### config.mk
export PLATFORM = sky130hd
export DESIGN_NAME = pebc_host
export DESIGN_NICKNAME = d
export VERILOG_FILES = /design/src/pebc_host_unused_check.sv /design/src/pebc_pkg.sv /design/src/pebc_timer.sv /design/src/pebc_host.sv
export SDC_FILE = /design/constraint.sdc
export NUM_CORES = 1
export LEC_CHECK = 0
export ABC_CLOCK_PERIOD_IN_PS = 4800
export BUFFER_PORTS_ARGS = -buffer_cell sky130_fd_sc_hd__buf_2
export CAP_MARGIN = 10
export CORE_MARGIN = 10
export CORE_UTILIZATION = 45
export CTS_BUF_LIST = sky130_fd_sc_hd__clkbuf_16
export DETAILED_ROUTE_END_ITERATION = 8
export PLACE_DENSITY = 0.66
export SKIP_CTS_REPAIR_TIMING = 1
export SLEW_MARGIN = 20
export SYNTH_ARGS = -nofsm -noshare
export SYNTH_HDL_FRONTEND = slang
export SYNTH_HIERARCHICAL = 1
export SYNTH_SLANG_ARGS = --single-unit
### constraint.sdc
create_clock -name sys_clk -period 4.8 [get_ports sys_clk]
set_input_delay 0 -clock sys_clk [delete_from_list [all_inputs] [get_ports sys_clk]]
set_output_delay 0 -clock sys_clk [all_outputs]
set_load 0.01 [all_outputs]
### src/pebc_host_unused_check.sv
`default_nettype none
`default_nettype wire

### src/pebc_pkg.sv
`default_nettype none

////////////////////////////////////////////////////////////////////////////////
package pebc_pkg;

    // Bus widths and page geometry
    localparam int unsigned ADDR_W      = 15;
    localparam int unsigned DATA_W      = 8;
    localparam int unsigned PAGE_OFS_W  = 6;
    localparam int unsigned PAGE_W      = ADDR_W - PAGE_OFS_W;
    localparam int unsigned PAGE_BYTES  = 64;
    localparam int unsigned PCNT_W      = 7;
    localparam int unsigned TMR_W       = 24;

    // Clock
    localparam int unsigned CLK_PERIOD_NS = 4;

    // Times as printed, in their own units
    localparam int unsigned WR_PULSE_NS    = 150;
    localparam int unsigned GLITCH_NS      = 20;
    localparam int unsigned READ_ACCESS_NS = 300;
    localparam int unsigned BLC_MIN_NS     = 150;
    localparam int unsigned BLC_MAX_US     = 100;
    localparam int unsigned LOCKOUT_MAX_MS = 10;
    localparam int unsigned PROG_MAX_MS    = 10;

    // Least times round up
    localparam int unsigned WR_PULSE_CYC    = (WR_PULSE_NS + CLK_PERIOD_NS - 1) / CLK_PERIOD_NS;
    localparam int unsigned GLITCH_CYC      = (GLITCH_NS + CLK_PERIOD_NS - 1) / CLK_PERIOD_NS;
    localparam int unsigned READ_ACCESS_CYC =
        (READ_ACCESS_NS + CLK_PERIOD_NS - 1) / CLK_PERIOD_NS;
    localparam int unsigned BLC_MIN_CYC     = (BLC_MIN_NS + CLK_PERIOD_NS - 1) / CLK_PERIOD_NS;
    // Longest time rounds down
    localparam int unsigned BLC_MAX_CYC     = (BLC_MAX_US * 1000) / CLK_PERIOD_NS;
    // Device maxima that the host must outwait round up
    localparam int unsigned LOCKOUT_CYC     =
        (LOCKOUT_MAX_MS * 1000000 + CLK_PERIOD_NS - 1) / CLK_PERIOD_NS;
    localparam int unsigned PROG_CYC        =
        (PROG_MAX_MS * 1000000 + CLK_PERIOD_NS - 1) / CLK_PERIOD_NS;

    // Host margins
    localparam int unsigned SYNC_LAT_CYC      = 2;
    localparam int unsigned WINDOW_MARGIN_CYC = 8;

    // Controller states
    typedef enum logic [3:0] {
        ST_INIT_LOAD,
        ST_INIT_WAIT,
        ST_IDLE,
        ST_RD_ACCESS,
        ST_WR_SETUP,
        ST_WR_PULSE,
        ST_WR_HOLD,
        ST_PAGE_OPEN,
        ST_PROG_WAIT
    } pebc_state_t;

endpackage : pebc_pkg

`default_nettype wire

### src/pebc_timer.sv
`default_nettype none

////////////////////////////////////////////////////////////////////////////////
module pebc_timer
    import pebc_pkg::*;
(
    // Clock and reset
    input  wire logic             sys_clk,
    input  wire logic             rst,
    // Load
    input  wire logic             load,
    input  wire logic [TMR_W-1:0] load_val,
    // Status
    output logic      [TMR_W-1:0] remain,
    output logic                  expired
);

    logic [TMR_W-1:0] remain_ff;
    logic [TMR_W-1:0] nxt_remain;

    // Down count, reload wins over counting
    always_comb begin
        nxt_remain = remain_ff;
        if (load) begin
            nxt_remain = load_val;
        end else if (remain_ff != '0) begin
            nxt_remain = remain_ff - 1'b1;
        end
    end

    always_ff @(posedge sys_clk or posedge rst) begin
        if (rst) begin
            remain_ff <= '0;
        end else begin
            remain_ff <= nxt_remain;
        end
    end

    assign remain  = remain_ff;
    assign expired = (remain_ff == '0);
endmodule : pebc_timer

`default_nettype wire

### src/pebc_host.sv
`default_nettype none

////////////////////////////////////////////////////////////////////////////////
// Behaviour
// Read: select and output enable low, strobe high; host keeps its data drive off.
// Strobe write: select low, output enable high, write strobe pulsed low, host drives data.
// Select-controlled write exists in the device; this host always uses strobe writes.
// Address held through the pulse; data held until after the strobe rises.
// Select high is standby; host parks select high and releases the bus when idle.
// Strobe and output enable both high means no access and no drive.
// Strobe pulses under 20 ns are ignored; host pulses are always far longer.
// Device restarts the load window timer at every strobe rising edge.
// Window expiry starts the device's program cycle for the loaded bytes.
// A strobe fall inside the window extends the page; host keeps loads inside it.
// Host spaces byte loads at least 0.15 us and at most 100 us apart.
// No writes during the 5 to 10 ms lockout after power-up.
// Program cycle finishes within 10 ms; host waits it out before the next access.
// One to sixty-four loads per page before a single program cycle.
module pebc_host
    import pebc_pkg::*;
#(
    parameter int unsigned BLC_MAX_CYCLES = BLC_MAX_CYC,
    parameter int unsigned LOCKOUT_CYCLES = LOCKOUT_CYC,
    parameter int unsigned PROG_CYCLES    = PROG_CYC
) (
    // Clock and reset
    input  wire logic              sys_clk,
    input  wire logic              rst,
    // Command port
    input  wire logic              cmd_valid,
    input  wire logic              cmd_write,
    input  wire logic [ADDR_W-1:0] cmd_addr,
    input  wire logic [DATA_W-1:0] cmd_wdata,
    output logic                   cmd_ready,
    // Read answer and status
    output logic      [DATA_W-1:0] rd_data,
    output logic                   rd_valid,
    output logic                   busy,
    // Device pins
    output logic                   chip_select_n,
    output logic                   write_strobe_n,
    output logic                   output_drive_enable_n,
    output logic      [ADDR_W-1:0] word_address,
    output logic      [DATA_W-1:0] data_pins_o,
    output logic                   data_pins_oe,
    input  wire logic [DATA_W-1:0] data_pins_i
);

    ////////////////////////////////////////////////////////////////////////////
    pebc_state_t       state_ff,  nxt_state;
    logic              ce_n_ff,   nxt_ce_n;
    logic              we_n_ff,   nxt_we_n;
    logic              oe_n_ff,   nxt_oe_n;
    logic [ADDR_W-1:0] addr_ff,   nxt_addr;
    logic [DATA_W-1:0] dout_ff,   nxt_dout;
    logic              doe_ff,    nxt_doe;
    logic [DATA_W-1:0] rdata_ff,  nxt_rdata;
    logic              rvalid_ff, nxt_rvalid;
    logic [PAGE_W-1:0] page_ff,   nxt_page;
    logic [PCNT_W-1:0] pcnt_ff,   nxt_pcnt;
    logic [DATA_W-1:0] din_meta_ff;
    logic [DATA_W-1:0] din_sync_ff;
    logic              tmr_load;
    logic [TMR_W-1:0]  tmr_val;
    logic [TMR_W-1:0]  tmr_remain;
    logic              tmr_expired;
    logic              page_ok;
    logic              take;

    // Shared timer for lockout, access, pulse, window and program wait
    pebc_timer u_timer (
        .sys_clk  (sys_clk),
        .rst      (rst),
        .load     (tmr_load),
        .load_val (tmr_val),
        .remain   (tmr_remain),
        .expired  (tmr_expired)
    );

    ////////////////////////////////////////////////////////////////////////////
    // Read data synchroniser
    always_ff @(posedge sys_clk or posedge rst) begin
        if (rst) begin
            din_meta_ff <= '0;
            din_sync_ff <= '0;
        end else begin
            din_meta_ff <= data_pins_i;
            din_sync_ff <= din_meta_ff;
        end
    end

    ////////////////////////////////////////////////////////////////////////////
    // Next byte may join the open page only while the window has margin
    assign page_ok = (state_ff == ST_PAGE_OPEN) && cmd_write
                     && (cmd_addr[ADDR_W-1:PAGE_OFS_W] == page_ff)
                     && (pcnt_ff < PCNT_W'(PAGE_BYTES))
                     && (tmr_remain > TMR_W'(WINDOW_MARGIN_CYC));
    assign cmd_ready = (state_ff == ST_IDLE) || page_ok;
    assign take      = cmd_valid && cmd_ready;

    // Sequencer and pin drive
    always_comb begin
        nxt_state  = state_ff;
        nxt_ce_n   = ce_n_ff;
        nxt_we_n   = we_n_ff;
        nxt_oe_n   = oe_n_ff;
        nxt_addr   = addr_ff;
        nxt_dout   = dout_ff;
        nxt_doe    = doe_ff;
        nxt_rdata  = rdata_ff;
        nxt_rvalid = 1'b0;
        nxt_page   = page_ff;
        nxt_pcnt   = pcnt_ff;
        tmr_load   = 1'b0;
        tmr_val    = '0;
        unique case (state_ff)
            ST_INIT_LOAD: begin
                tmr_load  = 1'b1;
                tmr_val   = TMR_W'(LOCKOUT_CYCLES);
                nxt_state = ST_INIT_WAIT;
            end
            ST_INIT_WAIT: begin
                if (tmr_expired) begin
                    nxt_state = ST_IDLE;
                end
            end
            ST_IDLE: begin
                if (take && cmd_write) begin
                    nxt_ce_n  = 1'b0;
                    nxt_oe_n  = 1'b1;
                    nxt_addr  = cmd_addr;
                    nxt_dout  = cmd_wdata;
                    nxt_doe   = 1'b1;
                    nxt_page  = cmd_addr[ADDR_W-1:PAGE_OFS_W];
                    nxt_pcnt  = PCNT_W'(1);
                    nxt_state = ST_WR_SETUP;
                end else if (take) begin
                    nxt_ce_n  = 1'b0;
                    nxt_oe_n  = 1'b0;
                    nxt_addr  = cmd_addr;
                    tmr_load  = 1'b1;
                    tmr_val   = TMR_W'(READ_ACCESS_CYC + SYNC_LAT_CYC);
                    nxt_state = ST_RD_ACCESS;
                end
            end
            ST_RD_ACCESS: begin
                if (tmr_expired) begin
                    nxt_rdata  = din_sync_ff;
                    nxt_rvalid = 1'b1;
                    nxt_ce_n   = 1'b1;
                    nxt_oe_n   = 1'b1;
                    nxt_state  = ST_IDLE;
                end
            end
            ST_WR_SETUP: begin
                nxt_we_n  = 1'b0;
                tmr_load  = 1'b1;
                tmr_val   = TMR_W'(WR_PULSE_CYC - 1);
                nxt_state = ST_WR_PULSE;
            end
            ST_WR_PULSE: begin
                if (tmr_expired) begin
                    nxt_we_n  = 1'b1;
                    tmr_load  = 1'b1;
                    tmr_val   = TMR_W'(BLC_MAX_CYCLES);
                    nxt_state = ST_WR_HOLD;
                end
            end
            ST_WR_HOLD: begin
                nxt_ce_n  = 1'b1;
                nxt_doe   = 1'b0;
                nxt_state = ST_PAGE_OPEN;
            end
            ST_PAGE_OPEN: begin
                if (take) begin
                    nxt_ce_n  = 1'b0;
                    nxt_addr  = cmd_addr;
                    nxt_dout  = cmd_wdata;
                    nxt_doe   = 1'b1;
                    nxt_pcnt  = pcnt_ff + 1'b1;
                    nxt_state = ST_WR_SETUP;
                end else if (tmr_remain <= TMR_W'(WINDOW_MARGIN_CYC)) begin
                    tmr_load  = 1'b1;
                    tmr_val   = TMR_W'(BLC_MAX_CYCLES + PROG_CYCLES);
                    nxt_state = ST_PROG_WAIT;
                end
            end
            ST_PROG_WAIT: begin
                if (tmr_expired) begin
                    nxt_pcnt  = '0;
                    nxt_state = ST_IDLE;
                end
            end
        endcase
    end

    always_ff @(posedge sys_clk or posedge rst) begin
        if (rst) begin
            state_ff  <= ST_INIT_LOAD;
            ce_n_ff   <= 1'b1;
            we_n_ff   <= 1'b1;
            oe_n_ff   <= 1'b1;
            addr_ff   <= '0;
            dout_ff   <= '0;
            doe_ff    <= 1'b0;
            rdata_ff  <= '0;
            rvalid_ff <= 1'b0;
            page_ff   <= '0;
            pcnt_ff   <= '0;
        end else begin
            state_ff  <= nxt_state;
            ce_n_ff   <= nxt_ce_n;
            we_n_ff   <= nxt_we_n;
            oe_n_ff   <= nxt_oe_n;
            addr_ff   <= nxt_addr;
            dout_ff   <= nxt_dout;
            doe_ff    <= nxt_doe;
            rdata_ff  <= nxt_rdata;
            rvalid_ff <= nxt_rvalid;
            page_ff   <= nxt_page;
            pcnt_ff   <= nxt_pcnt;
        end
    end

    // Outputs
    assign chip_select_n         = ce_n_ff;
    assign write_strobe_n        = we_n_ff;
    assign output_drive_enable_n = oe_n_ff;
    assign word_address          = addr_ff;
    assign data_pins_o           = dout_ff;
    assign data_pins_oe          = doe_ff;
    assign rd_data               = rdata_ff;
    assign rd_valid              = rvalid_ff;
    assign busy                  = (state_ff != ST_IDLE);

    ////////////////////////////////////////////////////////////////////////////
    // Cycle counters watched by the checks
    logic [31:0] since_rst_cnt;
    logic [31:0] low_cnt;
    logic [31:0] since_fall_cnt;
    logic [31:0] since_rise_cnt;

    always_ff @(posedge sys_clk or posedge rst) begin
        if (rst) begin
            since_rst_cnt  <= '0;
            low_cnt        <= '0;
            since_fall_cnt <= 32'h0000FFFF;
            since_rise_cnt <= '0;
        end else begin
            since_rst_cnt  <= (since_rst_cnt == 32'hFFFFFFFF) ? since_rst_cnt
                                                              : since_rst_cnt + 1'b1;
            low_cnt        <= we_n_ff ? '0 : low_cnt + 1'b1;
            since_fall_cnt <= (ce_n_ff == 1'b0 && nxt_we_n == 1'b0 && we_n_ff) ? '0
                                                              : since_fall_cnt + 1'b1;
            since_rise_cnt <= (nxt_we_n && !we_n_ff) ? '0 : since_rise_cnt + 1'b1;
        end
    end
endmodule : pebc_host

`default_nettype wire

==> impl_metrics.env <==
export IMPL_reg2regPathDepth=13
export IMPL_nFillCells=919
export IMPL_dp_hpwl_um=8000
export IMPL_syn_inst=433
export IMPL_die_w_um=123
export IMPL_ctsLongestPathBuffers=2
export IMPL_synth_distinct_cells=77
export IMPL_start_kind="flip-flop"
export IMPL_numPortBuffers=72
export IMPL_io_pins=73
export IMPL_via_count=3758
export IMPL_die_area_mm2=0.0150
export IMPL_min_to="output_drive_enable_n"
export IMPL_grt_pass1_vias=3761
export IMPL_grt_overflow=0
export IMPL_rsz0062_at_grt="no"
export IMPL_finalClockSkew_ns=0.00672
export IMPL_grt_pass1_wl_um=18500
export IMPL_cp_slowest_cell="nor4_4"
export IMPL_crit_type="flip-flop to flip-flop"
export IMPL_rows=37
export IMPL_slew_headroom_pct=34.0
export IMPL_drt_iter0_drc=362
export IMPL_synthMuxAreaShare_pct=10.6
export IMPL_max_stage_delay_ns=0.64
export IMPL_fmax_mhz=258
export IMPL_r2r_start="u_timer/remain[2]"
export IMPL_ys_flop_type="dfrtp_1"
export IMPL_setup_viol=0
export IMPL_syn_area_mm2=0.00474
export IMPL_worst_ep_arrival_time_ns=4.06
export IMPL_cts_tree="done"
export IMPL_cts_sinks=96
export IMPL_dr_pass1_iters=4
export IMPL_antenna_found_initial=0
export IMPL_postRouteAntennaNets=0
export IMPL_coreArea_mm2=0.0103
export IMPL_maxCapViolations=0
export IMPL_drc=0
export IMPL_synth_edf_count=0
export IMPL_clock_root_buffer="clkbuf_16"
export IMPL_drive_gt1_share_pct=26.5
export IMPL_slew_violations=0
export IMPL_die_h_um=123
export IMPL_synth_xor_area_share_pct=2.59
export IMPL_reg2reg_to="u_timer/remain[11]"
export IMPL_crit_fanout=33
export IMPL_p_leak_nw=2.68
export IMPL_final_nets=584
export IMPL_status="completed"
export IMPL_hold_viol=0
export IMPL_yosys_warnings=6
export IMPL_ff_latch_area_mm2=0.00241
export IMPL_critPathTopFamily="simple AND/OR/NAND/NOR gates"
export IMPL_hold_slack_ns=0.149
export IMPL_vias_per_cell=5.48
export IMPL_antenna_cells=0
export IMPL_synth_top_family_by_area="simple AND/OR/NAND/NOR gates"
export IMPL_grt_usage_pct=15.2
export IMPL_async_flop_share_pct=100
export IMPL_hp_start="cmd_valid"
export IMPL_cts_htree_levels=3
export IMPL_cts_made_buffers=9
export IMPL_layout_common_cells="93 x dfrtp_1, 72 x buf_2, 35 x nor2_1, 32 x nand2_1, 32 x dlygate4sd3_1"
export IMPL_endpoint_kind="flip-flop"
export IMPL_syn2layout_area_growth_pct=23.4
export IMPL_synth_seq_cells=96
export IMPL_hold_depth=5
export IMPL_finalCritPeriodShare_pct=80.6
export IMPL_seq_area_frac_synth_pct=50.8
export IMPL_gp_congestion=0.902
export IMPL_wl_per_cell_um=16.7
export IMPL_wl_um=11500
export IMPL_ir_drop_v=0.000249
export IMPL_clkTransAtPathRegs_ns=0.07
export IMPL_cp_cell_sequence="nor4_4, nand4_1, nor2_1, inv_1, nor2_1, nand2_1, o31ai_1, or3_1, buf_4, nand2b_1, o21ai_0, a31oi_1, o31ai_1"
export IMPL_p_per_area_mw_per_mm2=471
export IMPL_syn_area_per_cell_um2=10.9
export IMPL_synthSimpleGateAreaFrac_pct=17.9
export IMPL_hold_class="input port to flip-flop"
export IMPL_critPathRequiredTime_ns=4.99
export IMPL_synth_adder_area_share_pct=0.792
export IMPL_final_core_util_pct=56.9
export IMPL_layout_min_cycle_time_ns=3.87
export IMPL_ff2ff_setup_slack_ns=0.93
export IMPL_multi_input_area_mm2=0.00225
export IMPL_layout_commonest_cell="dfrtp_1"
export IMPL_synth_compound_area_share_pct=14.9
export IMPL_grt_max_degree=73
export IMPL_tightest_slew_ns=0.989
export IMPL_start_util_pct=46.1
export IMPL_critPathBufInv=2
export IMPL_clk_latency_ns=0.34
export IMPL_tns_ns=0
==> cells in the mapped netlist, types with 6 or more instances <==
cell | n | area, µm²
a21oi_1 | 12 | 60.1
a22oi_1 | 6 | 45.0
clkbuf_1 | 7 | 26.3
dfrtp_1 | 93 | 2330
inv_1 | 11 | 41.3
mux2_1 | 15 | 169
mux2_2 | 17 | 191
mux2_4 | 8 | 120
nand2_1 | 32 | 120
nand3_1 | 10 | 50.1
nand4_1 | 8 | 50.1
nor2_1 | 35 | 131
nor3_1 | 10 | 50.1
nor4_1 | 11 | 68.8
o21ai_0 | 23 | 115
o31ai_1 | 8 | 60.1
xor2_1 | 12 | 105
==> how the worst max path moves through the flow <==
stage,startpoint,endpoint,slack (ns),cells after the start
final,u_timer/remain[2],u_timer/remain[11],0.93,13
after CTS,u_timer/remain[2],u_timer/remain[11],0.97,13
after detailed placement,u_timer/remain[2],u_timer/remain[11],0.99,13
after global routing,u_timer/remain[2],u_timer/remain[11],0.52,13
after floorplan,u_timer/remain[2],u_timer/remain[13],1.67,14
after global placement,u_timer/remain[2],u_timer/remain[11],1.16,13
==> power breakdown <==
part / switching (mW) / total (mW) / internal, mW
combinational: 0.502 / 0.902 / 0.399
clock: 0.300 / 0.647 / 0.346
sequential: 0.215 / 1.21 / 0.992
==> tightest hold or removal path, stage by stage <==
cell and delay (ns):
buf_2 0.15, inv_1 0.08, o21ai_0 0.08, a21oi_1 0.12
nor2_1 0.05
==> per-stage QoR <==
step | cells | setup WS [ns] | area [µm²] | power (mW)
finish | 686 | 0.931 | 5850 | 2.76
global route | 686 | 0.518 | 5850 | 2.94
CTS | 654 | 0.966 | 5530 | 2.76
detailed placement | 639 | 0.988 | 5270 | 2.10
global placement | 639 | 1.16 | 5270 | 2.06
floorplan | 441 | 1.67 | 4770 | 1.82
==> logic make-up after synthesis <==
kind of cell | count (synthesis)
DFF | 96
other | 1
muxes | 42
adders and majority gates | 3
and+or+nand+nor | 152
AOI/OAI and AO/OA | 99
xor gates and xnor gates | 14
buffers and inverters | 26
==> registers in the layout, indices dropped and copies added, names as in the netlist <==
signal and count:
word_address 15, data_pins_o 8, din_sync_ff 8, state_ff 4, pcnt_ff 7, chip_select_n 1, rd_valid 1, din_meta_ff 8
page_ff 9, write_strobe_n 1, u_timer/remain 24, rd_data 8, data_pins_oe 1, output_drive_enable_n 1
==> routing by layer <==
layer,up-vias,GRT usage [%],part of all wire [%]
li1,1819,-,-
met1,1833,18.5,43
met2,92,25.0,50
met3,14,4.13,5.1
met4,0,6.55,1.5
met5,-,0,0
==> cell type report <==
class	instances	share of cell area, %
Clock inverter	6	0.620
Tap cell	136	2.91
Inverter	11	0.706
Multi-Input combinational cell	319	38.5
Timing Repair Buffer	109	12.3
Clock buffer	9	3.85
Sequential cell	96	41.1
Note: power is estimated with default switching activity, not from simulation.
